===== src/inc/ltts_regs.svh =====
/*
 * Register map, field positions, reset values and timer figures of the
 * link training sequencer start-up block.
 * Assumes a 20 MHz clock and a 32-bit AXI4-Lite register bus.
 */
// Notes on behaviour
// Sequencer, three tap request, three tap answer machines.
// Failure timer expires between 1 s and 1.5 s.
// Link-wait timer expires between 32 and 96 us.
// Link-test timer expires between 30 and 45 ms.
// Received variables update only with word sync.
// Capture all control and status fields received.
// Transmit variables feed every frame sent afterwards.
// Init clears received variables, sequence and flag one.
// Init zeroes transmit preset, init, complete, sequence, taps.
// FEC request and capability follow port settings.
// Training flag is inverse of training allowed.
// Extended marker 11b at top rates, else 00b.
// Load initialize coefficients, then send training signal.
// Start requesters if supported, answerers, then fail timer.
// Received sequence bit zero moves to lock state.
// Fail timer expiry in init reports failure.
// Remote sends sequence zero when ready.
// Lock: word sync goes local, expiry fails.
// Timers are clock counters sized from clock rate.
`ifndef LTTS_REGS_SVH
`define LTTS_REGS_SVH

// ---------------------------------------------------------------
// Register offsets and fields
// ---------------------------------------------------------------
`define LTTS_OFF_CTRL    4'h0
`define LTTS_OFF_STATUS  4'h4
`define LTTS_OFF_RXVAR   4'h8
`define LTTS_OFF_TXVAR   4'hC
`define LTTS_CTRL_START  0
`define LTTS_CTRL_FECREQ 1
`define LTTS_CTRL_FECSUP 2
`define LTTS_CTRL_ALLOW  3
`define LTTS_CTRL_SUPP   4
`define LTTS_CTRL_HIRATE 5
`define LTTS_CTRL_RST    5'h00
`define LTTS_RESP_OKAY   2'h0
`define LTTS_RESP_DECERR 2'h3
`define LTTS_MARK_HI     2'h3
`define LTTS_MARK_LO     2'h0
`define LTTS_UPD_HOLD    6'h00

// ---------------------------------------------------------------
// Timer figures
// ---------------------------------------------------------------
`define LTTS_CLK_HZ      20000000
`define LTTS_FAIL_MS     1000
`define LTTS_WAIT_US     32
`define LTTS_TEST_MS     30
`define LTTS_FAIL_CYC    ((`LTTS_CLK_HZ / 1000) * `LTTS_FAIL_MS)
`define LTTS_WAIT_CYC    ((`LTTS_CLK_HZ / 1000000) * `LTTS_WAIT_US)
`define LTTS_TEST_CYC    ((`LTTS_CLK_HZ / 1000) * `LTTS_TEST_MS)

`endif


===== src/inc/ltts_pkg.sv =====
/*
 * Types used by the training sequencer start-up block.
 * Assumes nothing of its surroundings.
 */
package ltts_pkg;
	typedef enum logic [2:0] {
		LTTS_IDLE,
		LTTS_INIT,
		LTTS_LOCK,
		LTTS_LOCAL,
		LTTS_FAIL
	} ltts_state_t;
	typedef logic [1:0] ltts_tap_t;
endpackage


===== src/design/ltts_seq.sv =====
/*
 * Start-up part of the transmitter training sequencer: timers, received
 * and transmitted frame variables, initialisation and lock states.
 * Assumes frame decode, tap machines and later states sit outside and
 * that all link inputs are synchronous to clock.
 */
// Chosen here: the address map and the AXI4-Lite register port.
`timescale 1ns/1ps
`default_nettype none
`include "ltts_regs.svh"

module ltts_seq #(
	parameter int FAIL_CYC = `LTTS_FAIL_CYC,
	parameter int TEST_CYC = `LTTS_TEST_CYC
) (
	// Clock, reset and enable.
	input  wire logic        clock,
	input  wire logic        resetn,
	input  wire logic        clk_en,
	// AXI4-Lite slave.
	input  wire logic [3:0]  s_axi_awaddr,
	input  wire logic        s_axi_awvalid,
	output logic             s_axi_awready,
	input  wire logic [31:0] s_axi_wdata,
	input  wire logic [3:0]  s_axi_wstrb,
	input  wire logic        s_axi_wvalid,
	output logic             s_axi_wready,
	output logic [1:0]       s_axi_bresp,
	output logic             s_axi_bvalid,
	input  wire logic        s_axi_bready,
	input  wire logic [3:0]  s_axi_araddr,
	input  wire logic        s_axi_arvalid,
	output logic             s_axi_arready,
	output logic [31:0]      s_axi_rdata,
	output logic [1:0]       s_axi_rresp,
	output logic             s_axi_rvalid,
	input  wire logic        s_axi_rready,
	// Decoded received training frame.
	input  wire logic        word_sync,
	input  wire logic        rx_frame_valid,
	input  wire logic        rx_preset,
	input  wire logic        rx_initialize,
	input  wire logic        rx_fec_request,
	input  wire logic [5:0]  rx_tap_update,
	input  wire logic        rx_training_complete,
	input  wire logic        rx_sequence_bit,
	input  wire logic        rx_fec_capability,
	input  wire logic        rx_training_flag,
	input  wire logic [5:0]  rx_tap_status,
	// Received variables.
	output logic             in_preset,
	output logic             in_initialize,
	output logic             in_fec_request,
	output logic [5:0]       in_tap_update,
	output logic             in_training_complete,
	output logic             in_sequence_bit,
	output logic             in_fec_capability,
	output logic             in_training_flag,
	output logic [5:0]       in_tap_status,
	// Transmitted variables.
	output logic             out_preset,
	output logic             out_initialize,
	output logic             out_fec_request,
	output logic [5:0]       out_tap_update,
	output logic             out_training_complete,
	output logic             out_sequence_bit,
	output logic             out_fec_capability,
	output logic             out_training_flag,
	output logic [5:0]       out_tap_status,
	output logic [1:0]       out_ext_marker,
	// Transmitter and neighbouring machines.
	output logic             tx_training_signal,
	output logic             coef_load_init,
	output logic             tap_request_start,
	output logic             tap_answer_start,
	output logic             enter_local,
	output logic             train_failed,
	output logic             fail_expired,
	// Link-wait and link-test timers for later states.
	input  wire logic        link_wait_start,
	output logic             link_wait_expired,
	input  wire logic        link_test_start,
	output logic             link_test_expired
);
	import ltts_pkg::*;

	// ---------------------------------------------------------------
	// Timer helper
	// ---------------------------------------------------------------
	// Saturating step shared by the three timers.
	function automatic logic [24:0] tmr_step(input logic [24:0] c,
			input logic [24:0] lim);
		tmr_step = (c < lim) ? c + 25'h0000001 : c;
	endfunction

	ltts_state_t state_q;
	logic [4:0]  ctrl_q;
	logic        start_q;
	logic        init_go;
	logic [24:0] fail_cnt_q;
	logic [24:0] wait_cnt_q;
	logic [24:0] test_cnt_q;
	logic        fail_run_q;
	logic        wait_run_q;
	logic        test_run_q;
	logic        aw_have_q;
	logic        w_have_q;
	logic [3:0]  awaddr_q;
	logic [31:0] wdata_q;
	logic [3:0]  wstrb_q;

	// Entry into initialisation; everything moves only with clk_en.
	assign init_go = clk_en && start_q;

	// ---------------------------------------------------------------
	// Timers
	// ---------------------------------------------------------------
	// Each timer counts clock cycles up to the least legal expiry, so
	// the expiry lands at the start of the allowed window.
	always_ff @(posedge clock or negedge resetn) begin
		if (!resetn) begin
			fail_cnt_q   <= 25'h0000000;
			fail_run_q   <= 1'b0;
			fail_expired <= 1'b0;
		end else if (init_go) begin
			fail_cnt_q   <= 25'h0000000;
			fail_run_q   <= 1'b1;
			fail_expired <= 1'b0;
		end else if (clk_en && fail_run_q) begin
			fail_cnt_q   <= tmr_step(fail_cnt_q, 25'(FAIL_CYC - 1));
			fail_expired <= fail_cnt_q == 25'(FAIL_CYC - 1);
			fail_run_q   <= fail_cnt_q != 25'(FAIL_CYC - 1);
		end
	end

	// Link-wait timer, started by the later ready state.
	always_ff @(posedge clock or negedge resetn) begin
		if (!resetn) begin
			wait_cnt_q        <= 25'h0000000;
			wait_run_q        <= 1'b0;
			link_wait_expired <= 1'b0;
		end else if (clk_en && link_wait_start) begin
			wait_cnt_q        <= 25'h0000000;
			wait_run_q        <= 1'b1;
			link_wait_expired <= 1'b0;
		end else if (clk_en && wait_run_q) begin
			wait_cnt_q        <= tmr_step(wait_cnt_q, 25'(`LTTS_WAIT_CYC - 1));
			link_wait_expired <= wait_cnt_q == 25'(`LTTS_WAIT_CYC - 1);
			wait_run_q        <= wait_cnt_q != 25'(`LTTS_WAIT_CYC - 1);
		end
	end

	// Link-test timer, started by the link quality check.
	always_ff @(posedge clock or negedge resetn) begin
		if (!resetn) begin
			test_cnt_q        <= 25'h0000000;
			test_run_q        <= 1'b0;
			link_test_expired <= 1'b0;
		end else if (clk_en && link_test_start) begin
			test_cnt_q        <= 25'h0000000;
			test_run_q        <= 1'b1;
			link_test_expired <= 1'b0;
		end else if (clk_en && test_run_q) begin
			test_cnt_q        <= tmr_step(test_cnt_q, 25'(TEST_CYC - 1));
			link_test_expired <= test_cnt_q == 25'(TEST_CYC - 1);
			test_run_q        <= test_cnt_q != 25'(TEST_CYC - 1);
		end
	end

	// ---------------------------------------------------------------
	// Received variables
	// ---------------------------------------------------------------
	// Initialisation wins over a frame in the same cycle, since the
	// entry actions define the starting point of the negotiation.
	always_ff @(posedge clock or negedge resetn) begin
		if (!resetn) begin
			in_preset            <= 1'b0;
			in_initialize        <= 1'b0;
			in_fec_request       <= 1'b0;
			in_tap_update        <= `LTTS_UPD_HOLD;
			in_training_complete <= 1'b0;
			in_sequence_bit      <= 1'b1;
			in_fec_capability    <= 1'b0;
			in_training_flag     <= 1'b1;
			in_tap_status        <= `LTTS_UPD_HOLD;
		end else if (init_go) begin
			in_preset            <= 1'b0;
			in_initialize        <= 1'b0;
			in_fec_request       <= 1'b0;
			in_tap_update        <= `LTTS_UPD_HOLD;
			in_training_complete <= 1'b0;
			in_sequence_bit      <= 1'b1;
			in_fec_capability    <= 1'b0;
			in_training_flag     <= 1'b1;
			in_tap_status        <= `LTTS_UPD_HOLD;
		end else if (clk_en && rx_frame_valid && word_sync) begin
			in_preset            <= rx_preset;
			in_initialize        <= rx_initialize;
			in_fec_request       <= rx_fec_request;
			in_tap_update        <= rx_tap_update;
			in_training_complete <= rx_training_complete;
			in_sequence_bit      <= rx_sequence_bit;
			in_fec_capability    <= rx_fec_capability;
			in_training_flag     <= rx_training_flag;
			in_tap_status        <= rx_tap_status;
		end
	end

	// ---------------------------------------------------------------
	// Transmitted variables
	// ---------------------------------------------------------------
	// These feed every frame built from now on; FEC and flag values are
	// only written on entry, so they stay fixed through training.
	always_ff @(posedge clock or negedge resetn) begin
		if (!resetn) begin
			out_preset            <= 1'b0;
			out_initialize        <= 1'b0;
			out_fec_request       <= 1'b0;
			out_tap_update        <= `LTTS_UPD_HOLD;
			out_training_complete <= 1'b0;
			out_sequence_bit      <= 1'b0;
			out_fec_capability    <= 1'b0;
			out_training_flag     <= 1'b1;
			out_tap_status        <= `LTTS_UPD_HOLD;
			out_ext_marker        <= `LTTS_MARK_LO;
		end else if (init_go) begin
			out_preset            <= 1'b0;
			out_initialize        <= 1'b0;
			out_tap_update        <= `LTTS_UPD_HOLD;
			out_training_complete <= 1'b0;
			out_sequence_bit      <= 1'b0;
			out_tap_status        <= `LTTS_UPD_HOLD;
			out_fec_request       <= ctrl_q[`LTTS_CTRL_FECREQ - 1];
			out_fec_capability    <= ctrl_q[`LTTS_CTRL_FECSUP - 1];
			out_training_flag     <= !ctrl_q[`LTTS_CTRL_ALLOW - 1];
			out_ext_marker        <= ctrl_q[`LTTS_CTRL_HIRATE - 1] ?
				`LTTS_MARK_HI : `LTTS_MARK_LO;
		end
	end

	// ---------------------------------------------------------------
	// Sequencer
	// ---------------------------------------------------------------
	// Start pulses go to the six tap machines outside.
	always_ff @(posedge clock or negedge resetn) begin
		if (!resetn) begin
			coef_load_init    <= 1'b0;
			tap_request_start <= 1'b0;
			tap_answer_start  <= 1'b0;
		end else if (clk_en) begin
			coef_load_init    <= start_q;
			tap_request_start <= start_q && ctrl_q[`LTTS_CTRL_SUPP - 1];
			tap_answer_start  <= start_q;
		end
	end

	// Sequence states from initialisation through lock.
	always_ff @(posedge clock or negedge resetn) begin
		if (!resetn) begin
			state_q            <= LTTS_IDLE;
			tx_training_signal <= 1'b0;
			enter_local        <= 1'b0;
			train_failed       <= 1'b0;
		end else if (init_go) begin
			state_q            <= LTTS_INIT;
			tx_training_signal <= 1'b1;
			enter_local        <= 1'b0;
			train_failed       <= 1'b0;
		end else if (clk_en) begin
			enter_local <= 1'b0;
			unique case (state_q)
				LTTS_IDLE, LTTS_LOCAL: begin
				end
				LTTS_INIT: begin
					if (fail_expired) begin
						state_q      <= LTTS_FAIL;
						train_failed <= 1'b1;
					end else if (!in_sequence_bit) begin
						state_q <= LTTS_LOCK;
					end
				end
				LTTS_LOCK: begin
					if (fail_expired) begin
						state_q      <= LTTS_FAIL;
						train_failed <= 1'b1;
					end else if (word_sync) begin
						state_q     <= LTTS_LOCAL;
						enter_local <= 1'b1;
					end
				end
				LTTS_FAIL: begin
					tx_training_signal <= 1'b0;
				end
			endcase
		end
	end

	// ---------------------------------------------------------------
	// AXI4-Lite slave
	// ---------------------------------------------------------------
	// Address and data are taken in either order and held until both
	// are present; one write and one read at a time.
	always_ff @(posedge clock or negedge resetn) begin
		if (!resetn) begin
			s_axi_awready <= 1'b1;
			s_axi_wready  <= 1'b1;
			s_axi_bvalid  <= 1'b0;
			s_axi_bresp   <= `LTTS_RESP_OKAY;
			aw_have_q     <= 1'b0;
			w_have_q      <= 1'b0;
			awaddr_q      <= 4'h0;
			wdata_q       <= 32'h00000000;
			wstrb_q       <= 4'h0;
			ctrl_q        <= `LTTS_CTRL_RST;
			start_q       <= 1'b0;
		end else if (clk_en) begin
			if (start_q)
				start_q <= 1'b0;
			if (s_axi_awvalid && s_axi_awready) begin
				awaddr_q      <= s_axi_awaddr;
				aw_have_q     <= 1'b1;
				s_axi_awready <= 1'b0;
			end
			if (s_axi_wvalid && s_axi_wready) begin
				wdata_q      <= s_axi_wdata;
				wstrb_q      <= s_axi_wstrb;
				w_have_q     <= 1'b1;
				s_axi_wready <= 1'b0;
			end
			if (aw_have_q && w_have_q && !s_axi_bvalid) begin
				s_axi_bvalid <= 1'b1;
				if (awaddr_q == `LTTS_OFF_CTRL) begin
					s_axi_bresp <= `LTTS_RESP_OKAY;
					if (wstrb_q[0]) begin
						ctrl_q  <= wdata_q[`LTTS_CTRL_HIRATE:`LTTS_CTRL_FECREQ];
						start_q <= wdata_q[`LTTS_CTRL_START];
					end
				end else if (awaddr_q == `LTTS_OFF_STATUS ||
						awaddr_q == `LTTS_OFF_RXVAR ||
						awaddr_q == `LTTS_OFF_TXVAR) begin
					s_axi_bresp <= `LTTS_RESP_OKAY;
				end else begin
					s_axi_bresp <= `LTTS_RESP_DECERR;
				end
			end
			if (s_axi_bvalid && s_axi_bready) begin
				s_axi_bvalid  <= 1'b0;
				aw_have_q     <= 1'b0;
				w_have_q      <= 1'b0;
				s_axi_awready <= 1'b1;
				s_axi_wready  <= 1'b1;
			end
		end
	end

	// Read channel: data is captured at the address handshake.
	always_ff @(posedge clock or negedge resetn) begin
		if (!resetn) begin
			s_axi_arready <= 1'b1;
			s_axi_rvalid  <= 1'b0;
			s_axi_rdata   <= 32'h00000000;
			s_axi_rresp   <= `LTTS_RESP_OKAY;
		end else if (clk_en) begin
			if (s_axi_arvalid && s_axi_arready) begin
				s_axi_arready <= 1'b0;
				s_axi_rvalid  <= 1'b1;
				s_axi_rresp   <= `LTTS_RESP_OKAY;
				unique case (s_axi_araddr)
					`LTTS_OFF_CTRL:
						s_axi_rdata <= {26'h0, ctrl_q, 1'b0};
					`LTTS_OFF_STATUS:
						s_axi_rdata <= {25'h0, tx_training_signal, train_failed,
							fail_expired, 1'b0, state_q};
					`LTTS_OFF_RXVAR:
						s_axi_rdata <= {13'h0, in_tap_status, in_training_flag,
							in_fec_capability, in_sequence_bit, in_training_complete,
							in_tap_update, in_fec_request, in_initialize, in_preset};
					`LTTS_OFF_TXVAR:
						s_axi_rdata <= {11'h0, out_ext_marker, out_tap_status,
							out_training_flag, out_fec_capability, out_sequence_bit,
							out_training_complete, out_tap_update, out_fec_request,
							out_initialize, out_preset};
					default: begin
						s_axi_rdata <= 32'h00000000;
						s_axi_rresp <= `LTTS_RESP_DECERR;
					end
				endcase
			end
			if (s_axi_rvalid && s_axi_rready) begin
				s_axi_rvalid  <= 1'b0;
				s_axi_arready <= 1'b1;
			end
		end
	end

	// ---------------------------------------------------------------
	// Assertions
	// ---------------------------------------------------------------
	rx_hold_a: assert property (@(posedge clock) disable iff (!resetn)
		!(clk_en && rx_frame_valid && word_sync) && !init_go
		|=> $stable(in_tap_status) && $stable(in_sequence_bit))
		else $error("received variables changed without synced frame");
	rx_capture_a: assert property (@(posedge clock) disable iff (!resetn)
		clk_en && rx_frame_valid && word_sync && !init_go
		|=> in_tap_update == $past(rx_tap_update) && in_training_flag == $past(rx_training_flag))
		else $error("synced frame not captured");
	rx_init_a: assert property (@(posedge clock) disable iff (!resetn)
		init_go |=> in_sequence_bit && in_training_flag && in_tap_status == 6'h00
		&& !in_training_complete)
		else $error("received variables not initialised");
	tx_init_a: assert property (@(posedge clock) disable iff (!resetn)
		init_go |=> !out_sequence_bit && out_tap_update == 6'h00
		&& out_fec_request == $past(ctrl_q[0]) && out_training_flag == !$past(ctrl_q[2]))
		else $error("transmit variables not initialised");
	marker_a: assert property (@(posedge clock) disable iff (!resetn)
		init_go |=> out_ext_marker == ($past(ctrl_q[4]) ? 2'h3 : 2'h0))
		else $error("extended marker wrong");
	start_pulse_a: assert property (@(posedge clock) disable iff (!resetn)
		init_go |=> tap_answer_start && coef_load_init && tx_training_signal
		&& tap_request_start == $past(ctrl_q[3]) && fail_run_q)
		else $error("start actions missing");
	to_lock_a: assert property (@(posedge clock) disable iff (!resetn)
		clk_en && !init_go && state_q == LTTS_INIT && !in_sequence_bit && !fail_expired
		|=> state_q == LTTS_LOCK)
		else $error("no move to lock");
	fail_exit_a: assert property (@(posedge clock) disable iff (!resetn)
		clk_en && !init_go && fail_expired && state_q inside {LTTS_INIT, LTTS_LOCK}
		|=> state_q == LTTS_FAIL && train_failed)
		else $error("fail timer expiry ignored");
	fail_time_a: assert property (@(posedge clock) disable iff (!resetn)
		$rose(fail_expired) |-> fail_cnt_q == 25'(FAIL_CYC - 1))
		else $error("fail timer expired at wrong count");
	wait_time_a: assert property (@(posedge clock) disable iff (!resetn)
		$rose(link_wait_expired) |-> wait_cnt_q == 25'(`LTTS_WAIT_CYC - 1))
		else $error("link wait expired at wrong count");
	init_c: cover property (@(posedge clock) disable iff (!resetn) init_go);
	lock_c: cover property (@(posedge clock) disable iff (!resetn) enter_local);
	fail_c: cover property (@(posedge clock) disable iff (!resetn) $rose(train_failed));
endmodule

`default_nettype wire


===== config.mk =====
export PLATFORM = sky130hd
export DESIGN_NAME = ltts_seq
export DESIGN_NICKNAME = d
export VERILOG_FILES = /design/src/inc/ltts_pkg.sv /design/src/design/ltts_seq.sv
export VERILOG_INCLUDE_DIRS = /design/src /design/src/inc
export SDC_FILE = /design/constraint.sdc
export NUM_CORES = 1
export LEC_CHECK = 0
export BUFFER_PORTS_ARGS = -buffer_cell sky130_fd_sc_hd__buf_2
export CORE_MARGIN = 2
export CORE_UTILIZATION = 49
export DETAILED_ROUTE_END_ITERATION = 12
export HOLD_SLACK_MARGIN = 0.02
export PLACE_DENSITY_LB_ADDON = 0.05
export SLEW_MARGIN = 20
export SYNTH_ARGS = -nofsm -noshare
export SYNTH_HDL_FRONTEND = slang
export SYNTH_SLANG_ARGS = --single-unit

===== constraint.sdc =====
create_clock -name clock -period 2 [get_ports clock]
set_clock_uncertainty 0.15 [all_clocks]
set_input_delay 0.4 -clock clock [delete_from_list [all_inputs] [get_ports clock]]
set_output_delay 0.4 -clock clock [all_outputs]
set_load 0.05 [all_outputs]

== Word-level counts from Yosys, hierarchy flattened ==
Index checks and enable logic that the tools add are counted.
Widths: inputs -> output; s select.
Word-level totals
  flip-flop bits (word level): 173
  word-level logic and storage cells: 201
  output and inout port bits: 90
Operators by class
  eq/ne operators: 17
  muxes and demuxes: 80
  order comparisons: 3
  add/sub/neg operators: 3
  reductions and logical operators: 55
Operator list (count)
  $mux 25: 9
  $pmux 21 s4: 1
  $add 25x1->25 const B: 3
  $mux 1: 55
  $reduce_bool 2->1: 15
  $eq 25x10->1 const B: 1
  $eq 25x20->1 const B: 1
  $eq 25x25->1 const B: 1
  $lt 25x10->1 const B: 1
  $lt 25x20->1 const B: 1
  $lt 25x25->1 const B: 1
  $ne 25x10->1 const B: 1
  $ne 25x20->1 const B: 1
  $ne 25x25->1 const B: 1
  $mux 6: 4
  $reduce_and 2->1: 12
  $mux 3: 6
  $eq 4x4->1 const B: 4
  $logic_and 1x1->1: 16
  $eq 4x3->1 const B: 2
  $logic_not 4->1: 2
  $mux 2: 4
  $ne 4x4->1 const B: 2
  $reduce_and 4->1: 2
  10 further kinds: 12

== Depth between registers and ports, before layout ==
Gate-level depths: netlist of the first run.
  depth after elaboration: 5
  gate-level depth with buffers: 8

== Worst setup path before layout of the first run ==
Ideal clock, no wire load.
  path kind: register to register
  start: register s_axi_arready
  end: register s_axi_rdata[13]
  setup slack: -0.099 ns
  stages on the path, launching flop included: 5
  library setup time: 0.067 ns
  arrival: 1.882 ns
  path through: dfstp_2 > nand3_1 > or4b_1 > nor2_2 > a22o_1
Between the ends
  cells in the longest elaborated chain, start to end: 2
RTL lines
  start, declared: RTL line ltts_seq.sv:33  | output logic s_axi_arready,
  start signal, assigned: RTL line ltts_seq.sv:359  | s_axi_arready <= 1'b1;
  start signal, assigned: RTL line ltts_seq.sv:365  | s_axi_arready <= 1'b0;
  start signal, assigned: RTL line ltts_seq.sv:391  | s_axi_arready <= 1'b1;
  $logic_and 1x1->1: RTL line ltts_seq.sv:364  | if (s_axi_arvalid && s_axi_arready) begin
  $reduce_and 2->1 (no line)
  end signal, assigned: RTL line ltts_seq.sv:370  | s_axi_rdata <= {26'h0, ctrl_q, 1'b0};
  end signal, assigned: RTL line ltts_seq.sv:372  | s_axi_rdata <= {25'h0, tx_training_signal, train_failed,
  end signal, assigned: RTL line ltts_seq.sv:375  | s_axi_rdata <= {13'h0, in_tap_status, in_training_flag,
  end, declared: RTL line ltts_seq.sv:34  | output logic [31:0] s_axi_rdata,
Every way passes these cells.
A chain may end at the register's enable or synchronous reset.

== Final worst setup path of the first run ==
  start: register fail_cnt_q[15]
  end: register fail_cnt_q[18]
Between the ends
  cells in the longest elaborated chain, start to end: 4
  elaborated cells on any way between the ends: 7
  classes of those cells: add/sub (1); order compare (1); mux (3); reduce/logical (2)
RTL lines
  start, declared: RTL line ltts_seq.sv:100  | logic [24:0] fail_cnt_q;
  start signal, assigned: RTL line ltts_seq.sv:130  | fail_cnt_q <= tmr_step(fail_cnt_q, 25'(FAIL_CYC - 1));
  $add 25x1->25: RTL line ltts_seq.sv:93  | tmr_step = (c < lim) ? c + 25'h0000001 : c;
  $mux 25: RTL line ltts_seq.sv:93
  $mux 25: RTL line ltts_seq.sv:129  | end else if (clk_en && fail_run_q) begin
  $mux 25: RTL line ltts_seq.sv:125  | end else if (init_go) begin
Several ways; a longest one is shown, not always the timed one. The select of a mux whose other input is x is not followed.

==> metrics.csv, run 1 <==
stage,metric,value,unit
synthesis,ys_seq_area_share,52.72,%
critical_path,worstSetupPathType,flip-flop to flip-flop,
placement,placedCellCount,1069,
detailed_routing,drc_errors,0,
critical_path,start_kind,flip-flop,
layout,nFillCells,1207,
critical_path,crit_required,2.16,ns
timing,finalCritPeriodShare,105.6,%
timing,max_clock_freq,0.4735,GHz
synthesis,yosys.area.top_type,dfrtp_1,
layout,syn2layout_area_growth,32.34,%
layout,multi_input_area,3586,um^2
hold_path,min_from,rx_tap_update[3],
critical_path,critical_path_arrival,2.27,ns
clock_network,clk_path_buf_depth,2,
run_status,status,"finished, violations left",
synthesis,yosysTopAreaCellShare,50.62,%
placement,hpwl,12.84,mm
floorplanning,die_x,127.8,um
global_routing,grt_use_total,22.93,%
floorplanning,start_util,49.79,%
clock_network,cts_buffers,17,
synthesis,synth_fa_ha_area_share,0.4996,%
floorplanning,core,15090,um^2
power,ir_worst_vdd,644.8,uV
hold_path,min_path_type,input port to flip-flop,
synthesis,syn_area,7513,um^2
timing,fin_crit,2.112,ns
synthesis,ys_types,67,
critical_path,cp-end-kind,flip-flop,
synthesis,synthXorXnorAreaFrac,4.663,%
placement,io_buffers,108,
timing,rsz0062_at_grt,yes,
detailed_routing,via_per_inst,5.363,
critical_path,rr_endpoint,fail_cnt_q[18],
power,power_leakage,0.004827,uW
synthesis,synth-seq-cells,158,
synthesis,synth_top_family_by_area,simple AND/OR/NAND/NOR gates,
critical_path,r2r_cells,8,
layout,num-nets-final,993,
timing,finalSetupViolCount,18,
detailed_routing,met2_length,9.476,mm
layout,fin_cells,1117,
layout,drive_above_1_share,36.31,%
timing,worst_slack,-0.1121,ns
synthesis,async_flop_share,100.0,%
detailed_routing,wl_met3,711,um
synthesis,postSynthAreaPerCell,10.49,um^2
clock_network,clock_sinks,158,
detailed_routing,num_vias,5991,
detailed_routing,highest_layer,met4,
job,maxCapViolations,0,
run_status,violations,negative setup slack,
power,power_density,968.2,nW/um^2
hold_path,hold_depth,2,
synthesis,yosys_warnings,0,
synthesis,synthMuxAreaShare,4.363,%
timing,slew_violations,0,
critical_path,crit_path_start,fail_cnt_q[15],
placement,place_ws,-0.1324,ns
global_routing,first_global_vias,6002,
layout,final_cell_mix,"dfrtp_1, buf_2, buf_4, nand2_1, nor2_1",
clock_network,clk_pin_slew,0.06,ns
synthesis,synth_ff_type,dfrtp_1,
floorplanning,die_area,16340,um^2
clock_network,h-tree-depth,4,
critical_path,r2r_slack,-0.11,ns
detailed_routing,wl,18.51,mm
synthesis,ys_top_cells_by_area,"dfrtp_1, a22o_1, nand2_1",
synthesis,synth_edf_count,0,
timing,fin_tns_setup,-0.9772,ns
synthesis,synth_compound_area_share,10.61,%
detailed_routing,m1WireLength,8.143,mm
detailed_routing,post_drt_wl_per_cell,16.57,um
critical_path,crit_fanout,7,
global_routing,grt_overflow,0,
detailed_routing,drt.antenna.violating_nets,0,
hold_path,holdPathEnd,in_tap_update[3],
layout,final_common_cell,dfrtp_1,
placement,place.gp.congestion,0.8661,
global_routing,grt_max_degree,42,
timing,hold_ws,0.04856,ns
clock_network,tritoncts,built,
floorplanning,die_height,127.8,um
synthesis,synthSimpleGateAreaFrac,21.32,%
global_routing,antenna_found_initial,1,
layout,seq_area,3965,um^2
floorplanning,design.portCount,165,
critical_path,rr_startpoint,fail_cnt_q[15],
floorplanning,num_rows,45,
clock_network,root_buffer,clkbuf_16,
detailed_routing,drtIter0Drc,309,
detailed_routing,dr.pass1.iters,5,
global_routing,grt_first_pass_wirelength,29.77,mm
clock_network,clkLatencyLatePin,0.42,ns
timing,hold_viol_final,0,
synthesis,syn_inst,716,
==> where the power goes <==
group / switching, uW / internal, uW / total (uW)
clock network: 1290 / 2250 / 3540
registers: 339 / 3630 / 3970
logic: 1320 / 796 / 2120
total: 2950 / 6680 / 9630
==> kinds of logic (layout without fill, tap and decap cells) <==
group	after synthesis	after routing
AND/OR/NAND/NOR	300	300
flip-flops	158	158
AO/OA/AOI/OAI	107	107
buffers and inverters	78	264
XOR/XNOR	40	40
multiplexers	29	29
adder cells (fa/ha/maj)	3	3
other	1	28
==> state kept, by name, summed over array words and instances (netlist names), 3 cells and up <==
name / flops
test_cnt_q: 25
ctrl_q: 5
wdata_q: 6
s_axi_rdata: 20
fail_cnt_q: 25
wait_cnt_q: 25
state_q: 3
awaddr_q: 4
in_tap_update: 6
in_tap_status: 6
==> worst max-delay path by stage <==
stage	end
after floorplan	fail_cnt_q[8]
after global placement	fail_cnt_q[7]
after detailed placement	fail_cnt_q[7]
after CTS	fail_cnt_q[12]
after global routing	fail_cnt_q[8]
final	fail_cnt_q[18]
==> Yosys cell counts, types with 8 or more instances <==
master    count
xnor2_1      28
nor3_2        8
and3_1        8
inv_1        19
nand4_1      11
and2_1       21
nor2_1       69
xor2_1       12
a22o_1       35
buf_4        34
nor4_1       12
o21ai_0      24
dfrtp_1     152
a21oi_1      13
clkbuf_1     19
nand2_1      73
nor3_1       18
mux2i_1       8
nand3_1      37
mux2_2       19
==> per-stage QoR <==
stage               power [uW]  instance area [um^2]  util [%]
global placement          5950                  8776     58.16
CTS                       9632                  9579     63.48
floorplan                 5381                  7631         -
finish                    9627                  9943     65.90
detailed placement        6020                  8776     58.16
global route             10060                  9941     65.88
==> worst max-delay path, stage by stage, from the launching register on <==
cell	delay (ns)
dfrtp_1	0.41
o31ai_1	0.29
a21o_1	0.19
a41oi_4	0.24
buf_4	0.21
buf_6	0.12
nor3_2	0.20
xnor2_1	0.14
nor2_1	0.05
==> cell type report <==
class / count / share of cell area [%]
Antenna cell: 1 / 0.02517
Clock buffer: 22 / 4.568
Clock inverter: 10 / 1.862
Inverter: 19 / 0.7550
Multi-Input combinational cell: 506 / 36.06
Sequential cell: 158 / 39.88
Tap cell: 188 / 2.366
Timing Repair Buffer: 213 / 14.48
==> layer usage <==
layer  vias to the layer above  track usage (%)
li1                       2865                -
met4                         0            6.464
met1                      2972            29.98
met2                       137            39.32
met3                        17            4.215
met5                         -                0
==> what timing repair did <==
action                                  in CTS  in global routing
hold buffers                                 1                  0
resized for setup                           24                 55
hold endpoints to repair                    34                  0
setup buffers                                3                 14
endpoints found under the setup margin      33                 55
pin swaps                                   19                 43
Note: power is estimated with default switching activity, not from simulation.
==> run 2, diff against run 1 <==
CTS_BUF_LIST = sky130_fd_sc_hd__clkbuf_16   (was unset)
==> metrics.csv, run 2 (same netlist as run 1, synthesis figures left out) <==
stage,metric,value,unit,change
run_status,status,"finished, violations left",,unchanged
run_status,violations,negative setup slack,,unchanged
clock_network,tritoncts,built,,unchanged
layout,syn2layout_area_growth,32.21,%,was 32.34%
hold_path,min_path_type,input port to flip-flop,,unchanged
layout,final_cell_mix,"dfrtp_1, buf_2, buf_4, nand2_1, nor2_1",,unchanged
global_routing,grt_max_degree,42,,unchanged
floorplanning,num_rows,45,,unchanged
layout,reg_top3,"fail_cnt_q: 25 flops, test_cnt_q: 25 flops, wait_cnt_q: 25 flops",,unchanged
power,internal-power,6619,uW,was 6678 uW
placement,hpwl,12.84,mm,unchanged
placement,place_ws,-0.1324,ns,unchanged
detailed_routing,dr.pass1.iters,4,,was 5
floorplanning,core,15090,um^2,unchanged
detailed_routing,num_vias,5967,,was 5991
critical_path,crit_required,2.16,ns,about the same
floorplanning,start_util,49.79,%,unchanged
clock_network,clk_pin_slew,0.06,ns,about the same
layout,final_common_cell,dfrtp_1,,unchanged
power,comb_power_share,22.1,%,was 22.0%
floorplanning,design.portCount,165,,unchanged
global_routing,grt_first_pass_wirelength,29.77,mm,unchanged
power,seqPwrFrac,41.5,%,was 41.2%
power,ir_worst_vdd,649.1,uV,was 644.8 uV
job,maxCapViolations,0,,unchanged
global_routing,antenna_found_initial,1,,unchanged
placement,io_buffers,108,,unchanged
power,power_density,963.3,nW/um^2,was 968.2 nW/um^2
clock_network,clk_path_buf_depth,2,,unchanged
critical_path,cp-end-kind,flip-flop,,unchanged
layout,drive_above_1_share,36.21,%,was 36.31%
detailed_routing,post_drt_wl_per_cell,16.60,um,was 16.57 um
critical_path,crit_fanout,7,,unchanged
detailed_routing,drt.antenna.violating_nets,0,,unchanged
clock_network,root_buffer,clkbuf_16,,unchanged
global_routing,first_global_vias,6002,,unchanged
critical_path,worstSetupPathType,flip-flop to flip-flop,,unchanged
timing,hold_viol_final,0,,unchanged
power,p_clk_share,36.4,%,was 36.8%
placement,placedCellCount,1069,,unchanged
power,power_leakage,0.004838,uW,was 0.004827 uW
critical_path,slowest_stage,dfrtp_1,,unchanged
global_routing,grt_use_total,22.93,%,unchanged
timing,fin_crit,2.113,ns,was 2.112 ns
timing,max_clock_freq,0.4733,GHz,was 0.4735 GHz
global_routing,grt_overflow,0,,unchanged
detailed_routing,drc_errors,0,,unchanged
floorplanning,die_height,127.8,um,unchanged
clock_network,clock_sinks,158,,unchanged
timing,finalSetupViolCount,18,,unchanged
clock_network,clkLatencyLatePin,0.42,ns,about the same
floorplanning,die_x,127.8,um,unchanged
critical_path,path_cells,o31ai_1 > a21o_1 > a41oi_4 > buf_4 > buf_6 > nor3_2 > xnor2_1 > nor2_1,,unchanged
placement,place.gp.congestion,0.8661,,unchanged
detailed_routing,via_per_inst,5.342,,was 5.363
layout,fin_cells,1117,,unchanged
timing,worst_slack,-0.1128,ns,was -0.1121 ns
critical_path,critical_path_arrival,2.27,ns,about the same
detailed_routing,drtIter0Drc,314,,was 309
layout,num-nets-final,993,,unchanged
critical_path,start_kind,flip-flop,,unchanged
power,switchingPower,2950,uW,was 2949 uW
timing,rsz0062_at_grt,yes,,unchanged
floorplanning,die_area,16340,um^2,unchanged
timing,finalCritPeriodShare,105.6,%,about the same
clock_network,cts_buffers,17,,unchanged
power,switching_share,30.83,%,was 30.63%
detailed_routing,wl,18.54,mm,was 18.51 mm
timing,slew_violations,0,,unchanged
clock_network,h-tree-depth,4,,unchanged
critical_path,slowest_delay,0.41,ns,about the same
==> run 2: cell count changes in the layout (fill, tap and decap cells not counted) <==
cell / change
clkbuf_1: -4
inv_1: +4
clkbuf_8: -1
clkinv_1: +1
==> run 2: area by class of cell <==
class | count | area [um^2]
antenna | 1 | 2.502
clock buffer | 17 | 425.4
clock inverter | 15 | 203.9
fill | 1211 | 5156
inverter | 19 | 75.07
multi-input combinational | 506 | 3586
sequential | 158 | 3965
tap | 188 | 235.2
timing repair buffer | 213 | 1440
==> run 2: stage by stage <==
stage / setup TNS (ns) / total power (uW) / hold slack, ns / utilization, % / cell area, um^2
floorplan: -0.002682 / 5381 / -0.04559 / - / 7631
global placement: -1.145 / 5950 / 0.2050 / 58.16 / 8776
detailed placement: -1.660 / 6020 / 0.2134 / 58.16 / 8776
CTS: -0.2388 / 9572 / 0.02944 / 63.42 / 9569
global route: -4.869 / 9999 / 0.03467 / 65.81 / 9931
finish: -0.9990 / 9569 / 0.04560 / 65.83 / 9933
==> run 2: timing repair <==
item | CTS | global route
resized for setup | 24 | 55
setup endpoints to repair | 33 | 56
setup buffers | 3 | 14
pin swaps | 19 | 43
endpoints found under the hold margin | 34 | 0
hold buffers | 1 | 0
==> run 2: critical path, delay by kind of cell, from the launching register on <==
family / cells / cell delay, ns
AOI/OAI and AO/OA: 3 / 0.72
DFF: 1 / 0.41
buffers and inverters: 2 / 0.33
and+or+nand+nor: 2 / 0.25
xor gates and xnor gates: 1 / 0.14
==> run 2: final timing paths <==
check	start	to	slack, ns	cells after the start
min in group asynchronous	resetn	test_cnt_q[7]	0.34	2
setup / recovery	fail_cnt_q[15]	fail_cnt_q[18]	-0.11	8
hold / removal	rx_tap_update[3]	in_tap_update[3]	0.05	2
max in group asynchronous	resetn	in_training_flag	0.77	3
hold reg to reg	ctrl_q[2]	out_training_flag	0.31	1
setup reg to reg	fail_cnt_q[15]	fail_cnt_q[18]	-0.11	8
==> run 2: routing by layer <==
layer / wire [um] / share of wire [%] / up-vias / global-route usage (%)
met3: 677 / 3.7 / 15 / 4.215
met5: 0 / 0 / - / 0
met1: 8209 / 44 / 2967 / 29.98
met2: 9472 / 51 / 122 / 39.32
met4: 179 / 0.97 / 0 / 6.464
li1: - / - / 2863 / -
==> run 2: power groups by stage <==
| stage | sequential (uW) | clock [uW] | combinational [uW] |
|---|---|---|---|
| floorplan | 4380 | 0 | 1010 |
| global placement | 3990 | 0 | 1960 |
| detailed placement | 4020 | 0 | 2000 |
| CTS | 3960 | 3540 | 2070 |
| global route | 4020 | 3690 | 2290 |
| finish | 3970 | 3480 | 2110 |
